File: src/dap_map.svh
`ifndef DAP_MAP_SVH
`define DAP_MAP_SVH
`define DAP_DATA_W        16
`define DAP_ACC_W         32
`define DAP_SHIFT_MAX     16
`define DAP_SIGN_BIT      15
`define DAP_ACC_RST       32'h0000_0000
`define DAP_PROD_RST      32'h0000_0000
`define DAP_OPND_RST      16'h0000
`endif

File: src/dap_pkg.sv
package dap_pkg;
    typedef enum logic [2:0] {
        DAP_OP_ADD = 3'h0,
        DAP_OP_SUB = 3'h1,
        DAP_OP_AND = 3'h2,
        DAP_OP_OR  = 3'h3,
        DAP_OP_XOR = 3'h4,
        DAP_OP_LD  = 3'h5,
        DAP_OP_NRM = 3'h6,
        DAP_OP_NOP = 3'h7
    } dap_op_e;

    typedef enum logic [1:0] {
        DAP_PSH_NONE  = 2'h0,
        DAP_PSH_LEFT1 = 2'h1,
        DAP_PSH_LEFT4 = 2'h2,
        DAP_PSH_RIGHT6 = 2'h3
    } dap_psh_e;

    typedef struct packed {
        logic        valid;
        dap_op_e     op;
        logic        src_prod;
        logic [4:0]  shift_amt;
        logic        sign_extend_enable;
        logic        load_opnd;
        logic        mul_go;
        logic        mul_signed;
        dap_psh_e    psh_mode;
        logic        store_go;
        logic        store_high;
        logic [2:0]  store_shift;
        logic        bit_test_go;
        logic [3:0]  bit_sel;
        logic        jump_go;
    } dap_cmd_s;

    typedef struct packed {
        logic [31:0] acc;
        logic [31:0] product_holding_reg;
        logic [15:0] multiplier_operand_reg;
        logic [15:0] store_data;
        logic        store_valid;
        logic        bit_cond;
        logic        bit_valid;
        logic [15:0] jump_addr;
        logic        jump_valid;
        logic        zero;
        logic        neg;
        logic        carry;
    } dap_state_s;
endpackage

File: src/dap_datapath.sv
`timescale 1ns/1ps
`include "dap_map.svh"
// Contract
// - scaling shifter takes 16-bit bus operand, gives 32-bit ALU input
// - shift left zero to sixteen places, amount from instruction field
// - vacated low bits of shifted result are always zero
// - upper bits zero or sign filled per sign extension mode bit
// - ALU takes accumulator plus product register or shifter output
// - ALU result written back into the accumulator
// - ALU and accumulator operations finish in one cycle
// - accumulator stored as selectable high or low 16-bit half
// - output shifter shifts stored half, accumulator left unchanged
// - branch conditions from ALU status or selected data bit
// - jump target address taken from accumulator
// - normalization of fixed-point accumulator value
// - test instruction-selected bit of data word, report condition
// - 16x16 multiply to 32-bit product, signed or unsigned, one cycle
// - multiplier operand register holds value until reloaded
// - product register captures result and feeds ALU selector
// - four selectable shift modes on product register output
// - multiply-accumulate takes program and data bus operands each cycle
module dap_datapath #(
    parameter int DATA_W = `DAP_DATA_W,
    parameter int ACC_W  = `DAP_ACC_W
) (
    input  wire logic              clk_i,
    input  wire logic              sys_rst_i,
    input  wire dap_pkg::dap_cmd_s cmd_i,
    input  wire logic [15:0]       data_bus_i,
    input  wire logic [15:0]       prog_bus_i,
    output logic [31:0]            acc_o,
    output logic [31:0]            product_o,
    output logic [15:0]            store_data_o,
    output logic                   store_valid_o,
    output logic                   bit_cond_o,
    output logic                   bit_valid_o,
    output logic [15:0]            jump_addr_o,
    output logic                   jump_valid_o,
    output logic                   zero_o,
    output logic                   neg_o,
    output logic                   carry_o
);
    dap_pkg::dap_state_s st_ff;
    dap_pkg::dap_state_s nxt_st;

    logic [31:0] shifted;
    logic [31:0] prod_shifted;
    logic [31:0] operand_b;
    logic [32:0] sum;
    logic [31:0] alu_res;
    logic [31:0] mul_res;
    logic [15:0] half;
    logic [31:0] mul_sx_a;
    logic [31:0] mul_sx_b;
    logic [15:0] mul_a;
    logic [4:0]  amt;

    // amounts above sixteen are clamped so the field cannot overrun the 32-bit path
    assign amt = (cmd_i.shift_amt > 5'd16) ? 5'd16 : cmd_i.shift_amt;

    always_comb begin
        logic [31:0] ext;
        ext = {16'h0000, data_bus_i};
        if (cmd_i.sign_extend_enable) begin
            ext = {{16{data_bus_i[`DAP_SIGN_BIT]}}, data_bus_i};
        end
        shifted = ext << amt;
    end

    always_comb begin
        case (cmd_i.psh_mode)
            dap_pkg::DAP_PSH_NONE:   prod_shifted = st_ff.product_holding_reg;
            dap_pkg::DAP_PSH_LEFT1:  prod_shifted = {st_ff.product_holding_reg[30:0], 1'b0};
            dap_pkg::DAP_PSH_LEFT4:  prod_shifted = {st_ff.product_holding_reg[27:0], 4'h0};
            default:                 prod_shifted = {{6{st_ff.product_holding_reg[31]}},
                                                     st_ff.product_holding_reg[31:6]};
        endcase
    end

    assign operand_b = cmd_i.src_prod ? prod_shifted : shifted;

    // a fresh operand loaded this cycle multiplies at once, giving full multiply-accumulate rate
    assign mul_a = cmd_i.load_opnd ? data_bus_i : st_ff.multiplier_operand_reg;

    // the low half of a product of sign-extended words is the signed product
    assign mul_sx_a = {{16{mul_a[15]}}, mul_a};
    assign mul_sx_b = {{16{prog_bus_i[15]}}, prog_bus_i};

    always_comb begin
        if (cmd_i.mul_signed) begin
            mul_res = mul_sx_a * mul_sx_b;
        end else begin
            mul_res = {16'h0000, mul_a} * {16'h0000, prog_bus_i};
        end
    end

    always_comb begin
        sum = 33'h0_0000_0000;
        alu_res = st_ff.acc;
        case (cmd_i.op)
            dap_pkg::DAP_OP_ADD: begin
                sum = {1'b0, st_ff.acc} + {1'b0, operand_b};
                alu_res = sum[31:0];
            end
            dap_pkg::DAP_OP_SUB: begin
                sum = {1'b0, st_ff.acc} - {1'b0, operand_b};
                alu_res = sum[31:0];
            end
            dap_pkg::DAP_OP_AND: alu_res = st_ff.acc & operand_b;
            dap_pkg::DAP_OP_OR:  alu_res = st_ff.acc | operand_b;
            dap_pkg::DAP_OP_XOR: alu_res = st_ff.acc ^ operand_b;
            dap_pkg::DAP_OP_LD:  alu_res = operand_b;
            dap_pkg::DAP_OP_NRM: begin
                // one normalize step per cycle; software repeats until sign and next bit differ
                if (st_ff.acc != 32'h0000_0000 && st_ff.acc[31] == st_ff.acc[30]) begin
                    alu_res = {st_ff.acc[30:0], 1'b0};
                end
            end
            default: alu_res = st_ff.acc;
        endcase
    end

    always_comb begin
        half = cmd_i.store_high ? st_ff.acc[31:16] : st_ff.acc[15:0];
        if (cmd_i.store_high) begin
            half = 16'(st_ff.acc << cmd_i.store_shift >> 16);
        end else begin
            half = 16'(st_ff.acc << cmd_i.store_shift);
        end
    end

    always_comb begin
        nxt_st = st_ff;
        nxt_st.store_valid = 1'b0;
        nxt_st.bit_valid = 1'b0;
        nxt_st.jump_valid = 1'b0;
        if (cmd_i.valid) begin
            if (cmd_i.op != dap_pkg::DAP_OP_NOP) begin
                nxt_st.acc = alu_res;
                nxt_st.zero = (alu_res == 32'h0000_0000);
                nxt_st.neg = alu_res[31];
                nxt_st.carry = sum[32];
            end
            if (cmd_i.load_opnd) begin
                nxt_st.multiplier_operand_reg = data_bus_i;
            end
            if (cmd_i.mul_go) begin
                nxt_st.product_holding_reg = mul_res;
            end
            if (cmd_i.store_go) begin
                nxt_st.store_data = half;
                nxt_st.store_valid = 1'b1;
            end
            if (cmd_i.bit_test_go) begin
                nxt_st.bit_cond = data_bus_i[4'hf - cmd_i.bit_sel];
                nxt_st.bit_valid = 1'b1;
            end
            if (cmd_i.jump_go) begin
                nxt_st.jump_addr = st_ff.acc[15:0];
                nxt_st.jump_valid = 1'b1;
            end
        end
    end

    always_ff @(posedge clk_i or posedge sys_rst_i) begin
        if (sys_rst_i) begin
            st_ff <= '0;
        end else begin
            st_ff <= nxt_st;
        end
    end

    assign acc_o         = st_ff.acc;
    assign product_o     = st_ff.product_holding_reg;
    assign store_data_o  = st_ff.store_data;
    assign store_valid_o = st_ff.store_valid;
    assign bit_cond_o    = st_ff.bit_cond;
    assign bit_valid_o   = st_ff.bit_valid;
    assign jump_addr_o   = st_ff.jump_addr;
    assign jump_valid_o  = st_ff.jump_valid;
    assign zero_o        = st_ff.zero;
    assign neg_o         = st_ff.neg;
    assign carry_o       = st_ff.carry;
endmodule

File: config.mk
export PLATFORM = sky130hd
export DESIGN_NAME = dap_datapath
export DESIGN_NICKNAME = d
export VERILOG_FILES = /design/src/dap_pkg.sv /design/src/dap_datapath.sv
export VERILOG_INCLUDE_DIRS = /design/src
export SDC_FILE = /design/constraint.sdc
export NUM_CORES = 2
export LEC_CHECK = 0
export ABC_AREA = 1
export BUFFER_PORTS_ARGS = -buffer_cell sky130_fd_sc_hd__buf_2
export CAP_MARGIN = 20
export CORE_ASPECT_RATIO = 0.75
export CORE_MARGIN = 10
export CORE_UTILIZATION = 59
export DETAILED_ROUTE_END_ITERATION = 8
export PLACE_DENSITY = 0.84
export SLEW_MARGIN = 20
export SYNTH_ARGS = -nofsm -noshare
export SYNTH_HDL_FRONTEND = slang
export SYNTH_SLANG_ARGS = --single-unit
File: constraint.sdc
create_clock -name clk_i -period 7.4 [get_ports clk_i]
set_input_delay 1.11 -clock clk_i [delete_from_list [all_inputs] [get_ports clk_i]]
set_output_delay 1.11 -clock clk_i [all_outputs]
set_load 0.01 [all_outputs]
* Word-level counts from Yosys, hierarchy flattened
Index checks and enable logic that the tools add are counted.
Word-level totals: bits in writable memories 0, word-level logic and storage cells 61, register bits after elaboration 119, memory bits (read-only) 0, input port bits 61, bits in latches 0, memories kept 0
Cells by class: order comparisons 2, reduce and logical (&&, ||, !) cells 10, equal/unequal tests 10, $mul 2, shifts and indexed selects 2, bitwise operators 3, muxes and demuxes 17, div/mod/pow operators 0, $add $sub $neg 3
Operators with widths (count):
- one-hot mux 32 bit (7 select lines) | 1
- two-way mux 32 bit | 4
- one-hot mux 32 bit (3 select lines) | 1
- one-hot mux 33 bit (2 select lines) | 1
- multiplier 16 x 16 -> 32 bit | 2
- adder 32 x 32 -> 33 bit | 1
- subtractor 32 x 32 -> 33 bit | 1
- bitwise AND 32 bit | 1
- zero test 32 bit | 1
- two-way mux 16 bit | 2
- OR 32 bit | 1
- nonzero test 32 bit | 1
- << shifter 32 x 3 -> 32 bit | 1
- << shifter 32 x 5 -> 32 bit | 1
- XOR 32 bit | 1
- two-way mux 23 bit | 1
- two-way mux 17 bit | 1
- AND reduction 2 bit | 5
- == test 3 bit, second input constant | 3
- == test 3 x 2 -> 1 bit, second input constant | 2
- > comparator 5 bit, second input constant | 1
- less-than comparator 4 x 5 -> 1 bit, second input constant | 1
- two-way mux 5 bit | 1
- binary-select mux 1 bit (select 4 bit) | 1
- other kinds (12) | 13

* Logic depth before layout (Yosys ltp)
depth after elaboration 9, depth in mapped cells 34

* Worst setup path after synthesis
No wires, ideal clock.
path kind input -> register, start point input cmd_i[15] (netlist bit), end point register st_ff, in the netlist product_o[30], path slack 0.310 ns, data arrival time 7.013 ns, stages on the path 23, buffers on the path 2, setup time 0.077 ns, path through clkbuf_1 -> nand2_1 -> o21ai_1 -> clkbuf_1 -> nor2_1 -> fa_1 -> fa_1 -> fa_1 -> fa_1 -> fa_1 -> inv_1 -> fa_1 -> inv_1 -> ha_1 -> nand2_1 -> nor4_1 -> nand3_1 -> nand3_1 -> nand2_1 -> nand3_1 -> xor2_1 -> a21oi_1 -> a21oi_1
On the way: cells in the longest elaborated chain, start to end 3
Ends and longest elaborated chain:
- from (decl) | line dap_datapath.sv:28 | input wire dap_pkg::dap_cmd_s cmd_i,
- two-way mux 16 bit *
- multiplier 16 x 16 -> 32 bit (on tied branches) | line dap_datapath.sv:93, dap_datapath.sv:91
- two-way mux 32 bit * | line dap_datapath.sv:90 | if (cmd_i.mul_signed) begin
- to (signal assigned) | line dap_datapath.sv:169 | st_ff <= nxt_st;
- to (decl) | line dap_datapath.sv:43 | dap_pkg::dap_state_s st_ff;
Mark *: on every way between the ends. The rest lies on a longest branch, timed or not. A chain may end at the register's enable or synchronous reset.

* Worst setup path in the final report
start point input cmd_i[15] (netlist bit), end point register st_ff, in the netlist product_o[31]
Same word-level chain as after synthesis.

==> impl_results.md <==
- Status: finished with violations
- Failing checks: DRC
- Reg clk slew, reported paths: 0.07 ns
- Routability cong.: 1.10
- Async SR Flop Fraction: 100%
- Worst EP arrival: 7.48 ns
- Min-delay worst type: reg2reg
- Post-CTS Repair Setup Buffers: 0
- Register Area: 2950 sq um
- R2R depth: 20
- Gr ovfl total: 0
- Clock Tree Root: clkbuf_16
- Worst Path Max Fanout: 19
- Syn Nets: 5,306
- Critical Path Start Type: input port
- Initial drt markers: 5,839
- Die footprint: 61,800 sq um
- Min-Delay Endpoint: zero_o
- DP HPWL: 114 mm
- Commonest cells after routing, fill and taps aside: nand2_1 (1,093), inv_1 (878), nor2_1 (462)
- Capturing point of the worst reg2reg path: product_o[31]
- RSZ-0062 raised after global routing: no
- FILL cells: 4,704
- Initial antenna violation count: 4
- Site row count: 72
- Hold path depth: 2
- Final Hold Viols: 0
- Synth Instances: 4,626
- Die height: 218 microns
- Clock skew: 0.0177 ns
- Die W: 284 microns
- Total global-route track usage: 43.5%
- Syn Std Cell Area: 30,800 sq um
- Fin cells: 5,391
- Clock Latency Late Sink: 0.47 ns
- Most common cell after layout, fill and taps aside: nand2_1
- Placed cells: 5,358
- Worst EP required: 7.70 ns
- Number of synthesized flops with an enable pin: 0
- Min Tclk post-route: 7.18 ns
- CTS tree: yes
- IO Port Bufs: 163
- Setup tns final: 0 ns
- Register area share after synthesis: 9.59%
- Largest net degree at the start of global routing: 70
- Layout area overhead: 5.84%
- Cts bufs inserted: 17
- Main flop type after synthesis: dfrtp_1
- # nets final: 5,354
- Htree depth: 4
- Worst-margin pin slew: 1.24 ns
- Core area: 51,600 sq um
- Pre-antenna DRT Iters: 9
- Clk sinks: 118
- Routed WL per cell: 25.3 microns
- Hold Crit Start: zero_o
- Crit Path Category: in2reg
- Layout Utilization: 63.2%
- Worst r2r src: st_ff[54]
- Fmax: 139 MHz
- First-pass GRT wire length: 202 mm
- Slew headroom: 16.9%
- Area of the multi-input gates: 23,100 sq um
- Max_cap viols: 0
- Bufs on Longest Clock Path: 2
- Final ANT Viol Nets: 0
- Count of final setup violators: 0
- Routed via count: 33,500
- Period utilization: 97.0%
- Drt total wl: 136 mm
- Drt via density: 6.21
- CP Capture Type: flip-flop
- Syn. warnings: 0
- I/O pin total: 164
- Starting Density: 59.7%
- Slew Viols, Final: 0
- Setup slack, reg-to-reg: 0.67 ns
- Synth unique cells: 50
- Synth Area per Inst: 6.66 sq um
- Detailed-route DRC error count: 13
- Flops & latches, synth: 118
- Vias in the first global route: 31,400
- Share of cells above drive strength 1: 7.89%
## timing repair
item                                    in CTS  in global routing
hold buffers                                 0                  0
endpoints found under the setup margin       0                  5
resized for setup                            0                  7
## per-stage QoR
step	hold slack (ns)	cell area [sq um]	setup slack, ns
6_report	0.485	32600	0.221
5_1_grt	0.504	32600	0.0327
4_1_cts	0.480	32600	0.340
3_5_place_dp	0.462	32000	-0.122
3_3_place_gp	0.463	32000	0.0664
2_1_floorplan	0.448	30800	0.310
## cell usage after synthesis (2+ instances only)
| cell | count | area share, % |
|---|---|---|
| a211oi_1 | 4 | 0.097 |
| a21o_1 | 7 | 0.17 |
| a21oi_1 | 249 | 4.0 |
| a221oi_1 | 18 | 0.51 |
| a31oi_1 | 36 | 0.73 |
| and2_1 | 8 | 0.16 |
| buf_1 | 9 | 0.11 |
| buf_2 | 37 | 0.60 |
| buf_4 | 102 | 2.5 |
| buf_6 | 4 | 0.15 |
| clkbuf_1 | 94 | 1.1 |
| clkbuf_2 | 3 | 0.049 |
| clkinv_1 | 12 | 0.15 |
| dfrtp_1 | 118 | 9.6 |
| fa_1 | 368 | 24 |
| ha_1 | 251 | 10 |
| inv_1 | 879 | 11 |
| inv_2 | 13 | 0.16 |
| mux2i_1 | 12 | 0.39 |
| nand2_1 | 1093 | 13 |
| nand2_2 | 7 | 0.14 |
| nand2_4 | 2 | 0.073 |
| nand3_1 | 305 | 5.0 |
| nand3_2 | 15 | 0.49 |
| nand3b_1 | 6 | 0.15 |
| nand4_1 | 53 | 1.1 |
| nor2_1 | 469 | 5.7 |
| nor3_1 | 19 | 0.31 |
| nor3_2 | 2 | 0.065 |
| nor3b_1 | 2 | 0.049 |
| nor4_1 | 5 | 0.10 |
| o211ai_1 | 30 | 0.73 |
| o21a_1 | 2 | 0.049 |
| o21ai_0 | 271 | 4.4 |
| o21ai_1 | 17 | 0.28 |
| o21bai_1 | 14 | 0.34 |
| o221ai_1 | 29 | 0.82 |
| o22a_1 | 4 | 0.11 |
| o22ai_1 | 17 | 0.35 |
| or2_2 | 4 | 0.081 |
| xnor2_1 | 16 | 0.45 |
| xor2_1 | 12 | 0.34 |
## flip-flops by register name, indices dropped and copies added, names as in the netlist
name           cells
bit_valid_o        1
st_ff             16
product_o         32
store_data_o      16
zero_o             1
acc_o             32
jump_addr_o       16
bit_cond_o         1
carry_o            1
store_valid_o      1
jump_valid_o       1
## worst max path at each step
| stage | slack [ns] | endpoint | depth (start not counted) | from |
|---|---|---|---|---|
| after floorplan | 0.31 | product_o[30] | 23 | cmd_i[15] |
| after global placement | 0.07 | product_o[31] | 23 | cmd_i[15] |
| after detailed placement | -0.12 | product_o[31] | 23 | cmd_i[15] |
| after CTS | 0.34 | product_o[31] | 23 | cmd_i[15] |
| after global routing | 0.03 | product_o[30] | 29 | cmd_i[15] |
| final | 0.22 | product_o[31] | 22 | cmd_i[15] |
## critical path, cell delays in order
cell	delay (ns)
buf_2	0.17
nand2_1	0.08
o21ai_1	0.11
buf_12	0.18
nor2_2	0.28
fa_1	0.49
buf_4	0.19
fa_1	0.74
buf_4	0.24
fa_1	0.48
fa_1	0.58
fa_1	0.45
fa_1	0.41
ha_1	0.39
a21oi_1	0.25
o21ai_0	0.13
a21oi_1	0.23
nand3_1	0.27
a21oi_1	0.28
a21oi_1	0.09
o21ai_0	0.17
a31oi_1	0.13
## logic make-up after synthesis
kind of cell / share of synthesized area [%]
buffers and inverters: 15.6
flip-flops: 9.59
multiplexers: 0.390
AO/OA/AOI/OAI: 12.7
adder cells (fa/ha/maj): 34.1
XOR/XNOR: 0.796
AND/OR/NAND/NOR: 26.7
## metal layers
metal | track usage [%] | vias to the layer above | part of all wire [%]
li1 | - | 14500 | -
met1 | 62.3 | 15700 | 41
met2 | 54.1 | 2968 | 36
met3 | 25.7 | 331 | 21
met4 | 9.05 | 6 | 2.6
met5 | 1.01 | - | 0.12
## layout make-up
| class | instances | area share, % |
|---|---|---|
| sequential | 118 | 9.06 |
| multi-input combinational | 3353 | 70.8 |
| inverter | 905 | 10.4 |
| timing repair buffer | 279 | 5.25 |
| clock inverter | 12 | 0.361 |
| antenna | 1 | 0.00768 |
| tap | 703 | 2.70 |
| clock buffer | 20 | 1.40 |
Power is not shown: default switching activity piles up to over one toggle a cycle in this logic, so the estimate is an artifact.
